**src/iosd_pkg.sv**
```systemverilog
// Constants and types shared by the I/O space access decoder
package iosd_pkg;

  typedef enum logic [2:0] {
    IOSD_IN,
    IOSD_OUT,
    IOSD_LOAD,
    IOSD_STORE,
    IOSD_SET_BIT,
    IOSD_CLR_BIT,
    IOSD_SKIP_SET,
    IOSD_SKIP_CLR
  } iosd_kind_t;

  localparam logic [5:0]  IOSD_BIT_IO_MAX   = 6'h1F;
  localparam logic [7:0]  IOSD_IO_OFFSET    = 8'h20;
  localparam logic [7:0]  IOSD_EXT_FIRST    = 8'h60;
  localparam logic [7:0]  IOSD_FLAG_ADDR    = 8'h3C;
  localparam logic [7:0]  IOSD_FLAG_RESET   = 8'h00;
  localparam logic [7:0]  IOSD_NVM_ADDR_HI  = 8'h42;
  localparam int          IOSD_NVM_TOP_BIT  = 8;
  localparam logic [7:0]  IOSD_NVM_HI_KEEP  =
    8'((1 << (IOSD_NVM_TOP_BIT - 7)) - 1);

endpackage

```
**src/iosd_decoder.sv**
```systemverilog
// I/O space access decoder between core and peripheral registers
//
// Function
// - Bit set and clear reach every I/O register from 0x00 to 0x1F.
// - Bit test instructions get the selected bit of low-range registers.
// - Certain flags clear on a written one; written zero keeps them.
// - Bit set or clear changes only the addressed bit.
// - Bit set and clear act on I/O addresses 0x00 to 0x1F only.
// - IN and OUT use short addresses 0x00 to 0x3F, a 64-location field.
// - Data-space view of an I/O register is its short address plus 0x20.
// - Extended range 0x60 to 0xFF is reachable only by load and store.
// - Nonvolatile address bits above the top implemented bit are ignored.
`timescale 1ns/1ps
module iosd_decoder (
  input  wire logic              clk,
  input  wire logic              reset,
  input  wire logic              req_valid,
  input  iosd_pkg::iosd_kind_t   req_kind,
  input  wire logic [15:0]       req_addr,
  input  wire logic [2:0]        req_bit,
  input  wire logic [7:0]        req_wdata,
  input  wire logic [7:0]        per_rdata,
  input  wire logic [7:0]        flag_evt,
  output logic      [7:0]        per_addr_q,
  output logic                   per_rd_q,
  output logic                   per_we_q,
  output logic      [7:0]        per_wmask_q,
  output logic      [7:0]        per_wdata_q,
  output logic      [7:0]        flag_status_q,
  output logic                   rsp_valid_q,
  output logic      [7:0]        rsp_rdata_q,
  output logic                   rsp_bit_q,
  output logic                   rsp_err_q
);
  import iosd_pkg::*;

  // ---------------------------------------------------------------
  // Decode helpers
  // ---------------------------------------------------------------
  function automatic logic is_reserved(input logic [7:0] a);
    is_reserved = (a >= 8'h72 && a <= 8'h76) || (a == 8'h7D) ||
                  (a >= 8'h8C && a <= 8'hB5) || (a == 8'hB7) ||
                  (a >= 8'hBD && a <= 8'hC7) || (a >= 8'hD3);
  endfunction

  function automatic logic is_bit_op(input iosd_kind_t k);
    is_bit_op = (k == IOSD_SET_BIT) || (k == IOSD_CLR_BIT) ||
                (k == IOSD_SKIP_SET) || (k == IOSD_SKIP_CLR);
  endfunction

  // ---------------------------------------------------------------
  // Request decode
  // ---------------------------------------------------------------
  logic       io_kind;
  logic       wr_kind;
  logic       claim;
  logic       range_err;
  logic [7:0] daddr;
  logic [7:0] bmask;
  logic [7:0] wmask;
  logic [7:0] wdata;

  always_comb begin
    io_kind   = (req_kind != IOSD_LOAD) && (req_kind != IOSD_STORE);
    wr_kind   = (req_kind == IOSD_OUT) || (req_kind == IOSD_STORE) ||
                (req_kind == IOSD_SET_BIT) || (req_kind == IOSD_CLR_BIT);
    bmask     = 8'h01 << req_bit;
    range_err = is_bit_op(req_kind) && (req_addr[5:0] > IOSD_BIT_IO_MAX);
    if (io_kind) begin
      // Six-bit field cannot reach the extended range
      daddr = {2'b00, req_addr[5:0]} + IOSD_IO_OFFSET;
      claim = 1'b1;
    end else begin
      daddr = req_addr[7:0];
      claim = (req_addr[15:8] == 8'h00) && (req_addr[7:0] >= IOSD_IO_OFFSET);
    end
    case (req_kind)
      IOSD_SET_BIT: begin
        wmask = bmask;
        wdata = bmask;
      end
      IOSD_CLR_BIT: begin
        wmask = bmask;
        wdata = 8'h00;
      end
      default: begin
        wmask = 8'hFF;
        wdata = req_wdata;
      end
    endcase
    if (daddr == IOSD_NVM_ADDR_HI) begin
      wmask = wmask & IOSD_NVM_HI_KEEP;
      wdata = wdata & IOSD_NVM_HI_KEEP;
    end
  end

  logic go;
  logic flag_hit;
  logic do_write;

  assign go       = req_valid && claim && !range_err;
  assign flag_hit = (daddr == IOSD_FLAG_ADDR);
  // Writes to reserved space are dropped rather than forwarded
  assign do_write = go && wr_kind && !is_reserved(daddr);

  // ---------------------------------------------------------------
  // Stage one: peripheral access
  // ---------------------------------------------------------------
  logic       s1_valid_q;
  logic       s1_rd_q;
  logic       s1_err_q;
  logic       s1_flag_q;
  logic [2:0] s1_bit_q;

  always_ff @(posedge clk) begin
    if (reset) begin
      per_addr_q  <= 8'h00;
      per_rd_q    <= 1'b0;
      per_we_q    <= 1'b0;
      per_wmask_q <= 8'h00;
      per_wdata_q <= 8'h00;
    end else begin
      per_addr_q  <= daddr;
      per_rd_q    <= go && !wr_kind && !is_reserved(daddr) && !flag_hit;
      per_we_q    <= do_write && !flag_hit;
      per_wmask_q <= wmask;
      per_wdata_q <= wdata;
    end
  end

  always_ff @(posedge clk) begin
    if (reset) begin
      s1_valid_q <= 1'b0;
      s1_rd_q    <= 1'b0;
      s1_err_q   <= 1'b0;
      s1_flag_q  <= 1'b0;
      s1_bit_q   <= 3'h0;
    end else begin
      s1_valid_q <= req_valid;
      s1_rd_q    <= go && !wr_kind && !is_reserved(daddr);
      s1_err_q   <= !claim || range_err;
      s1_flag_q  <= flag_hit;
      s1_bit_q   <= req_bit;
    end
  end

  // Status flags kept inside the decoder
  iosd_flag_reg u_flags (
    .clk     (clk),
    .reset   (reset),
    .evt     (flag_evt),
    .wr_en   (do_write && flag_hit),
    .wr_mask (wmask),
    .wr_data (wdata),
    .flags_q (flag_status_q)
  );

  // ---------------------------------------------------------------
  // Stage two: answer to the core
  // ---------------------------------------------------------------
  logic [7:0] rd_val;

  always_comb begin
    if (!s1_rd_q) begin
      rd_val = 8'h00;
    end else if (s1_flag_q) begin
      rd_val = flag_status_q;
    end else if (per_addr_q == IOSD_NVM_ADDR_HI) begin
      rd_val = per_rdata & IOSD_NVM_HI_KEEP;
    end else begin
      rd_val = per_rdata;
    end
  end

  always_ff @(posedge clk) begin
    if (reset) begin
      rsp_valid_q <= 1'b0;
      rsp_rdata_q <= 8'h00;
      rsp_bit_q   <= 1'b0;
      rsp_err_q   <= 1'b0;
    end else begin
      rsp_valid_q <= s1_valid_q;
      rsp_rdata_q <= rd_val;
      rsp_bit_q   <= rd_val[s1_bit_q];
      rsp_err_q   <= s1_valid_q && s1_err_q;
    end
  end

  // ---------------------------------------------------------------
  // Checks
  // ---------------------------------------------------------------
  chk_low_bitop: assert property (@(posedge clk) disable iff (reset)
    req_valid && req_kind == IOSD_SET_BIT && req_addr[5:0] <= 6'h1F &&
    !is_reserved({2'b00, req_addr[5:0]} + 8'h20) &&
    ({2'b00, req_addr[5:0]} + 8'h20) != IOSD_FLAG_ADDR |=> per_we_q)
    else $error("bit set in low range not forwarded");

  chk_bit_test: assert property (@(posedge clk) disable iff (reset)
    s1_valid_q && s1_rd_q && !s1_flag_q &&
    per_addr_q != IOSD_NVM_ADDR_HI |=>
    rsp_bit_q == $past(per_rdata[s1_bit_q]))
    else $error("tested bit does not match register");

  chk_w1c_clear: assert property (@(posedge clk) disable iff (reset)
    do_write && flag_hit && (wmask & wdata & ~flag_evt) != 8'h00 |=>
    (flag_status_q & $past(wmask & wdata & ~flag_evt)) == 8'h00)
    else $error("written one did not clear flag");

  chk_single_bit: assert property (@(posedge clk) disable iff (reset)
    req_valid && (req_kind == IOSD_SET_BIT || req_kind == IOSD_CLR_BIT)
    |=> $onehot0(per_wmask_q))
    else $error("bit operation touches more than one bit");

  chk_bit_range: assert property (@(posedge clk) disable iff (reset)
    req_valid && is_bit_op(req_kind) && req_addr[5:0] > 6'h1F
    |=> !per_we_q ##1 rsp_err_q)
    else $error("bit operation above low range accepted");

  chk_io_offset: assert property (@(posedge clk) disable iff (reset)
    req_valid && req_kind == IOSD_IN |=>
    per_addr_q == $past(req_addr[5:0]) + 8'h20 && per_addr_q < 8'h60)
    else $error("short address mapped wrongly");

  chk_ext_store: assert property (@(posedge clk) disable iff (reset)
    req_valid && req_kind == IOSD_STORE && req_addr == 16'h0080
    |=> per_we_q && per_addr_q == 8'h80)
    else $error("extended register not reached by store");

  chk_nvm_mask: assert property (@(posedge clk) disable iff (reset)
    per_we_q && per_addr_q == IOSD_NVM_ADDR_HI |->
    (per_wdata_q & ~IOSD_NVM_HI_KEEP) == 8'h00)
    else $error("unimplemented address bits forwarded");

  chk_rsv_read: assert property (@(posedge clk) disable iff (reset)
    req_valid && req_kind == IOSD_LOAD && req_addr == 16'h00F0
    |=> !per_we_q && !per_rd_q ##1 rsp_rdata_q == 8'h00)
    else $error("reserved location not read as zero");

endmodule // iosd_decoder

```
**src/iosd_flag_reg.sv**
```systemverilog
// Event flag byte with write-one-to-clear bits
`timescale 1ns/1ps
module iosd_flag_reg (
  input  wire logic       clk,
  input  wire logic       reset,
  input  wire logic [7:0] evt,
  input  wire logic       wr_en,
  input  wire logic [7:0] wr_mask,
  input  wire logic [7:0] wr_data,
  output logic      [7:0] flags_q
);
  import iosd_pkg::*;

  logic [7:0] clr;

  // Only masked bits written as one clear; a new event wins over a clear
  assign clr = wr_en ? (wr_mask & wr_data) : 8'h00;

  always_ff @(posedge clk) begin
    if (reset) begin
      flags_q <= IOSD_FLAG_RESET;
    end else begin
      flags_q <= (flags_q & ~clr) | evt;
    end
  end

endmodule // iosd_flag_reg

```
**config.mk**
```make
export PLATFORM = sky130hd
export DESIGN_NAME = iosd_decoder
export DESIGN_NICKNAME = d
export VERILOG_FILES = /design/src/iosd_pkg.sv /design/src/iosd_decoder.sv /design/src/iosd_flag_reg.sv
export SDC_FILE = /design/constraint.sdc
export NUM_CORES = 1
export LEC_CHECK = 0
export ABC_CLOCK_PERIOD_IN_PS = 2190
export BUFFER_PORTS_ARGS = -buffer_cell sky130_fd_sc_hd__buf_4
export CAP_MARGIN = 20
export CELL_PAD_IN_SITES_DETAIL_PLACEMENT = 0
export CELL_PAD_IN_SITES_GLOBAL_PLACEMENT = 2
export CORE_MARGIN = 10
export CORE_UTILIZATION = 27
export CTS_CLUSTER_DIAMETER = 80
export DETAILED_ROUTE_END_ITERATION = 8
export GPL_ROUTABILITY_DRIVEN = 0
export PLACE_DENSITY_LB_ADDON = 0.1
export SLEW_MARGIN = 40
export SYNTH_ARGS = -nofsm -noshare
export SYNTH_HDL_FRONTEND = slang
export SYNTH_HIERARCHICAL = 1
export SYNTH_SLANG_ARGS = --single-unit
```
**constraint.sdc**
```tcl
create_clock -name clk -period 2.19 [get_ports clk]
set_clock_uncertainty 0.15 [all_clocks]
set_input_delay 0.1095 -clock clk [delete_from_list [all_inputs] [get_ports clk]]
set_output_delay 0.1095 -clock clk [all_outputs]
set_load 0.01 [all_outputs]
```
==> run summary <==
The analysis attributes to net switching a power of 0.525 mW. The final critical-path share of the clock period is 93.8%. The path class of the lowest-slack min-delay path is in -> reg. The average cell area after synthesis works out to 8.68 um^2.

Startpoint of the most critical register-to-register path: s1_bit_q[1]. The share of layout cells above drive strength 1 was 34.4%. For the insertion delay of the later-clocked pin in the worst-skew pair, the log shows 0.29 ns. For the maximum clock rate, the log shows 487 MHz.

STA classifies the critical path endpoint as a flop. By instance count, the cell type seen most on the critical path is buf_4. During I/O placement, the number of pins put on the boundary was 94. The sequential cell area in the final layout came out at 0.00104 mm^2. The tools report the number of buffers on the longest clock path as 2. The average wire length per cell after detail routing was 14.9 um; the chip width was 114 um.

Critical path start-end classification: in -> reg. For the via count of the first global-routing pass, the log shows 2506. Counting instances, the worst hold path has a depth of 4. Detailed routing inserted a total of 2338 vias. The multi-input combinational cell area was 0.00120 mm^2. The maximum single-stage delay on the critical path works out to 0.54 ns. The max-slew violation count was 0. The number of nets at the end of the flow is 444. Setup violations remaining at the end of the flow were counted as 0. The region available for standard cell placement spans 0.00864 mm^2. The share of the Yosys chip area taken by registers is 44.1%. The final setup TNS is 0 ns.

Sequential cells burn 46.8% of the power. After detailed routing, the number of remaining DRC violations is 0. By area the synthesized netlist is led by dfxtp_1 44%, nor2_1 8.9%, and4b_1 3.4%, nor3_2 3.4%, a22oi_1 3.2%. At the pin with the least slew margin, the transition time is 0.476 ns.

Summed over all cells, the static leakage comes to 1.61 nW. The starting utilization of the core area is 27.4%, and the data required time of the worst path is 2.27 ns. After clock tree synthesis, the clock-pin slew on the worst setup and hold paths is 0.09 ns. The average via count per standard cell came out at 4.65. Global routing finished with a remaining overflow of 0. The number of synthesized flops with an enable pin came out at 0. Most frequently used flop master after synthesis: dfxtp_1. The fraction of registers with async set or reset after synthesis is 0%, and the register-to-register setup slack is 0.37 ns.

The number of clock sinks is 52. Maximum fanout count along the critical path: 12. The normalized max-slew margin came out at 67.9%. The worst hold path begins at req_kind[1].

End point of the most critical hold path: per_we_q. The run finished with clean final reports. The internal power of the cells totals 1.67 mW. The tools report the antenna diode count as 0. The worst register-to-register path ends at rsp_bit_q.

From synthesis to final layout, the design area changed by 53.7%. The cell area power density was 604 mW/mm^2; the count of maximum capacitance violations was 0. The net count after synthesis was 321; the remaining antenna violation count was 0. Traced cell by cell, the critical path runs through dlygate4sd3_1, buf_4, o311ai_0, a22oi_1, nand3_1, nor3_1, buf_4, and4b_1, nor3_2.

The fraction of power consumed by the clock network was 34.6%. The tree is rooted in a clkbuf_8. The Yosys step of the flow raised 6 warnings. Measured along the y axis, the die boundary spans 114 um. Counting the buffers created by CTS gives 5. The final layout contains routed wiring with a total length of 7.50 mm. At the placement stage, the worst setup path has a slack of 0.167 ns. Global routing used 11.8% of the available tracks. The standard-cell row count was 34. Net switching is 24.0% of the power. The logs give 2.14 ns for the arrival time of the worst setup path and 5 for the number of iterations in the first detailed-routing pass.

The biggest area contributor in the post-synthesis netlist is dfxtp_1. The filler cell count is 917, and the first-pass GRT wire length is 12.6 mm. Among all stages on the critical path, the largest delay is contributed by dlygate4sd3_1. IR analysis of the VDD net gives a maximum drop of 0.000274 V.

The distinct cell type count after synthesis is 46. After legalization and detailed placement, the total HPWL measured 5.92 mm. Entering global routing, the biggest net connects 29 pins. Count of state elements after synthesis: 52.

TritonCTS built the clock tree. The H-tree was split into 2 levels. By instance count, the leading cell after synthesis is nor2_1. In the synthesized netlist, the cells that appear most often are 56 x nor2_1, 52 x dfxtp_1, 14 x nand2_1. Setup repair after global routing left no endpoint under its margin. The tools report the number of endpoints with negative hold slack in the final report as 0.

The top cell type by area accounts for 44.1% of the synthesized area. The number of antenna violations at the first check in global routing is 0, and the full die area is 0.0129 mm^2. The number of violations reported at the end of detailed-routing iteration 0 was 52; the post-synthesis instance total was 272.

The startpoint kind of the worst setup timing path is a primary input. The smallest clock period supported by the final layout is computed as 2.05 ns. The worst register-to-register path has a depth of 6. Input and output buffers added on the ports amount to 93.

After synthesis the cells add up to 0.00236 mm^2. The proportion of power drawn by combinational gates was 18.6%; the worst-case setup margin in the final layout was 0.136 ns.
==> state kept, by name, indices dropped and copies added, names as in the netlist, 3 cells and up <==
| register | cells |
|---|---|
| per_addr_q | 8 |
| per_wdata_q | 8 |
| per_wmask_q | 8 |
| rsp_rdata_q | 8 |
| s1_bit_q | 3 |
| u_flags/flags_q | 8 |
==> cell usage in the layout, fill, tap and decap left out, drive strengths merged, types with 2 or more instances in the layout <==
cell	count
a31oi	5
nor2b	11
mux2i	6
and2	2
nor4b	2
and4b	8
nand3	6
bufinv	2
a21oi	8
nand2	14
dlygate4sd3	33
nor2	66
clkbuf	5
nand2b	5
a211oi	5
nor4	2
and3	2
a22oi	10
nor3	16
buf	102
or2	3
o21ai	5
mux2	3
o2111ai	2
inv	6
dfxtp	52
a32oi	2
==> power by group through the flow <==
stage / registers (mW) / clock network, mW / logic [mW]
floorplan: 1.06 / 0 / 0.162
finish: 1.02 / 0.759 / 0.407
CTS: 1.03 / 0.786 / 0.413
global placement: 1.05 / 0 / 0.366
detailed placement: 1.05 / 0 / 0.366
global route: 1.03 / 0.817 / 0.453
==> per-layer routing <==
| metal | GRT usage (%) | up-vias | wire length, um | part of all wire, % |
|---|---|---|---|---|
| met5 | 0 | - | 0 | 0 |
| met4 | 3.05 | 0 | 53 | 0.71 |
| met3 | 2.99 | 4 | 381 | 5.1 |
| met2 | 21.1 | 61 | 3720 | 50 |
| met1 | 13.6 | 1083 | 3350 | 45 |
| li1 | - | 1190 | - | - |
==> worst max-delay path, delay by kind of cell <==
family                 cells  cell delay [ns]
and+or+nand+nor            4             0.58
buffers and inverters      3             0.88
AOI/OAI and AO/OA          2             0.58
==> repair_timing <==
item	CTS	global route
endpoints found under the setup margin	0	21
hold buffers	33	0
hold endpoints to repair	33	0
buffers inserted	0	1
gates resized for setup	0	2
==> cells by family (layout without fill, tap and decap cells) <==
family                   count (synthesis)  after routing  synth area share, %
buffers and inverters                   25            148                 5.19
AO/OA/AOI/OAI                           43             43                 13.5
adder cells (fa/ha/maj)                  1              1                0.424
flip-flops                              52             52                 44.1
multiplexers                             9              9                 3.97
XOR/XNOR                                 1              1                0.371
AND/OR/NAND/NOR                        141            141                 32.5
==> stage by stage <==
stage	utilization, %	power (mW)	instance area [um^2]	instances	hold slack, ns
global route	42.0	2.30	3630	503	0.0282
finish	42.0	2.19	3630	503	0.0138
detailed placement	36.5	1.41	3160	462	0.209
global placement	36.5	1.42	3160	462	0.205
CTS	41.9	2.23	3610	502	0.00751
floorplan	-	1.22	2360	272	0.0733
==> how the worst max path moves through the flow <==
stage | start | endpoint | slack [ns] | depth (start not counted)
4_1_cts | req_addr[0] | per_wmask_q[7] | 0.08 | 8
3_3_place_gp | req_addr[9] | u_flags/flags_q[7] | 0.16 | 9
2_1_floorplan | req_addr[5] | u_flags/flags_q[5] | 0.33 | 7
5_1_grt | req_addr[5] | u_flags/flags_q[2] | 0.02 | 9
6_report | req_addr[5] | u_flags/flags_q[7] | 0.14 | 9
3_5_place_dp | req_addr[9] | u_flags/flags_q[7] | 0.17 | 9
==> area by class of cell <==
type | instances | area share (%)
well taps | 108 | 3.72
inverters | 6 | 0.620
multi-input cells | 195 | 33.0
flip-flops and latches | 52 | 28.7
repair buffers | 135 | 30.4
clock buffers | 5 | 1.90
clock inverters | 2 | 1.65
(Power assumes the default switching activity.)
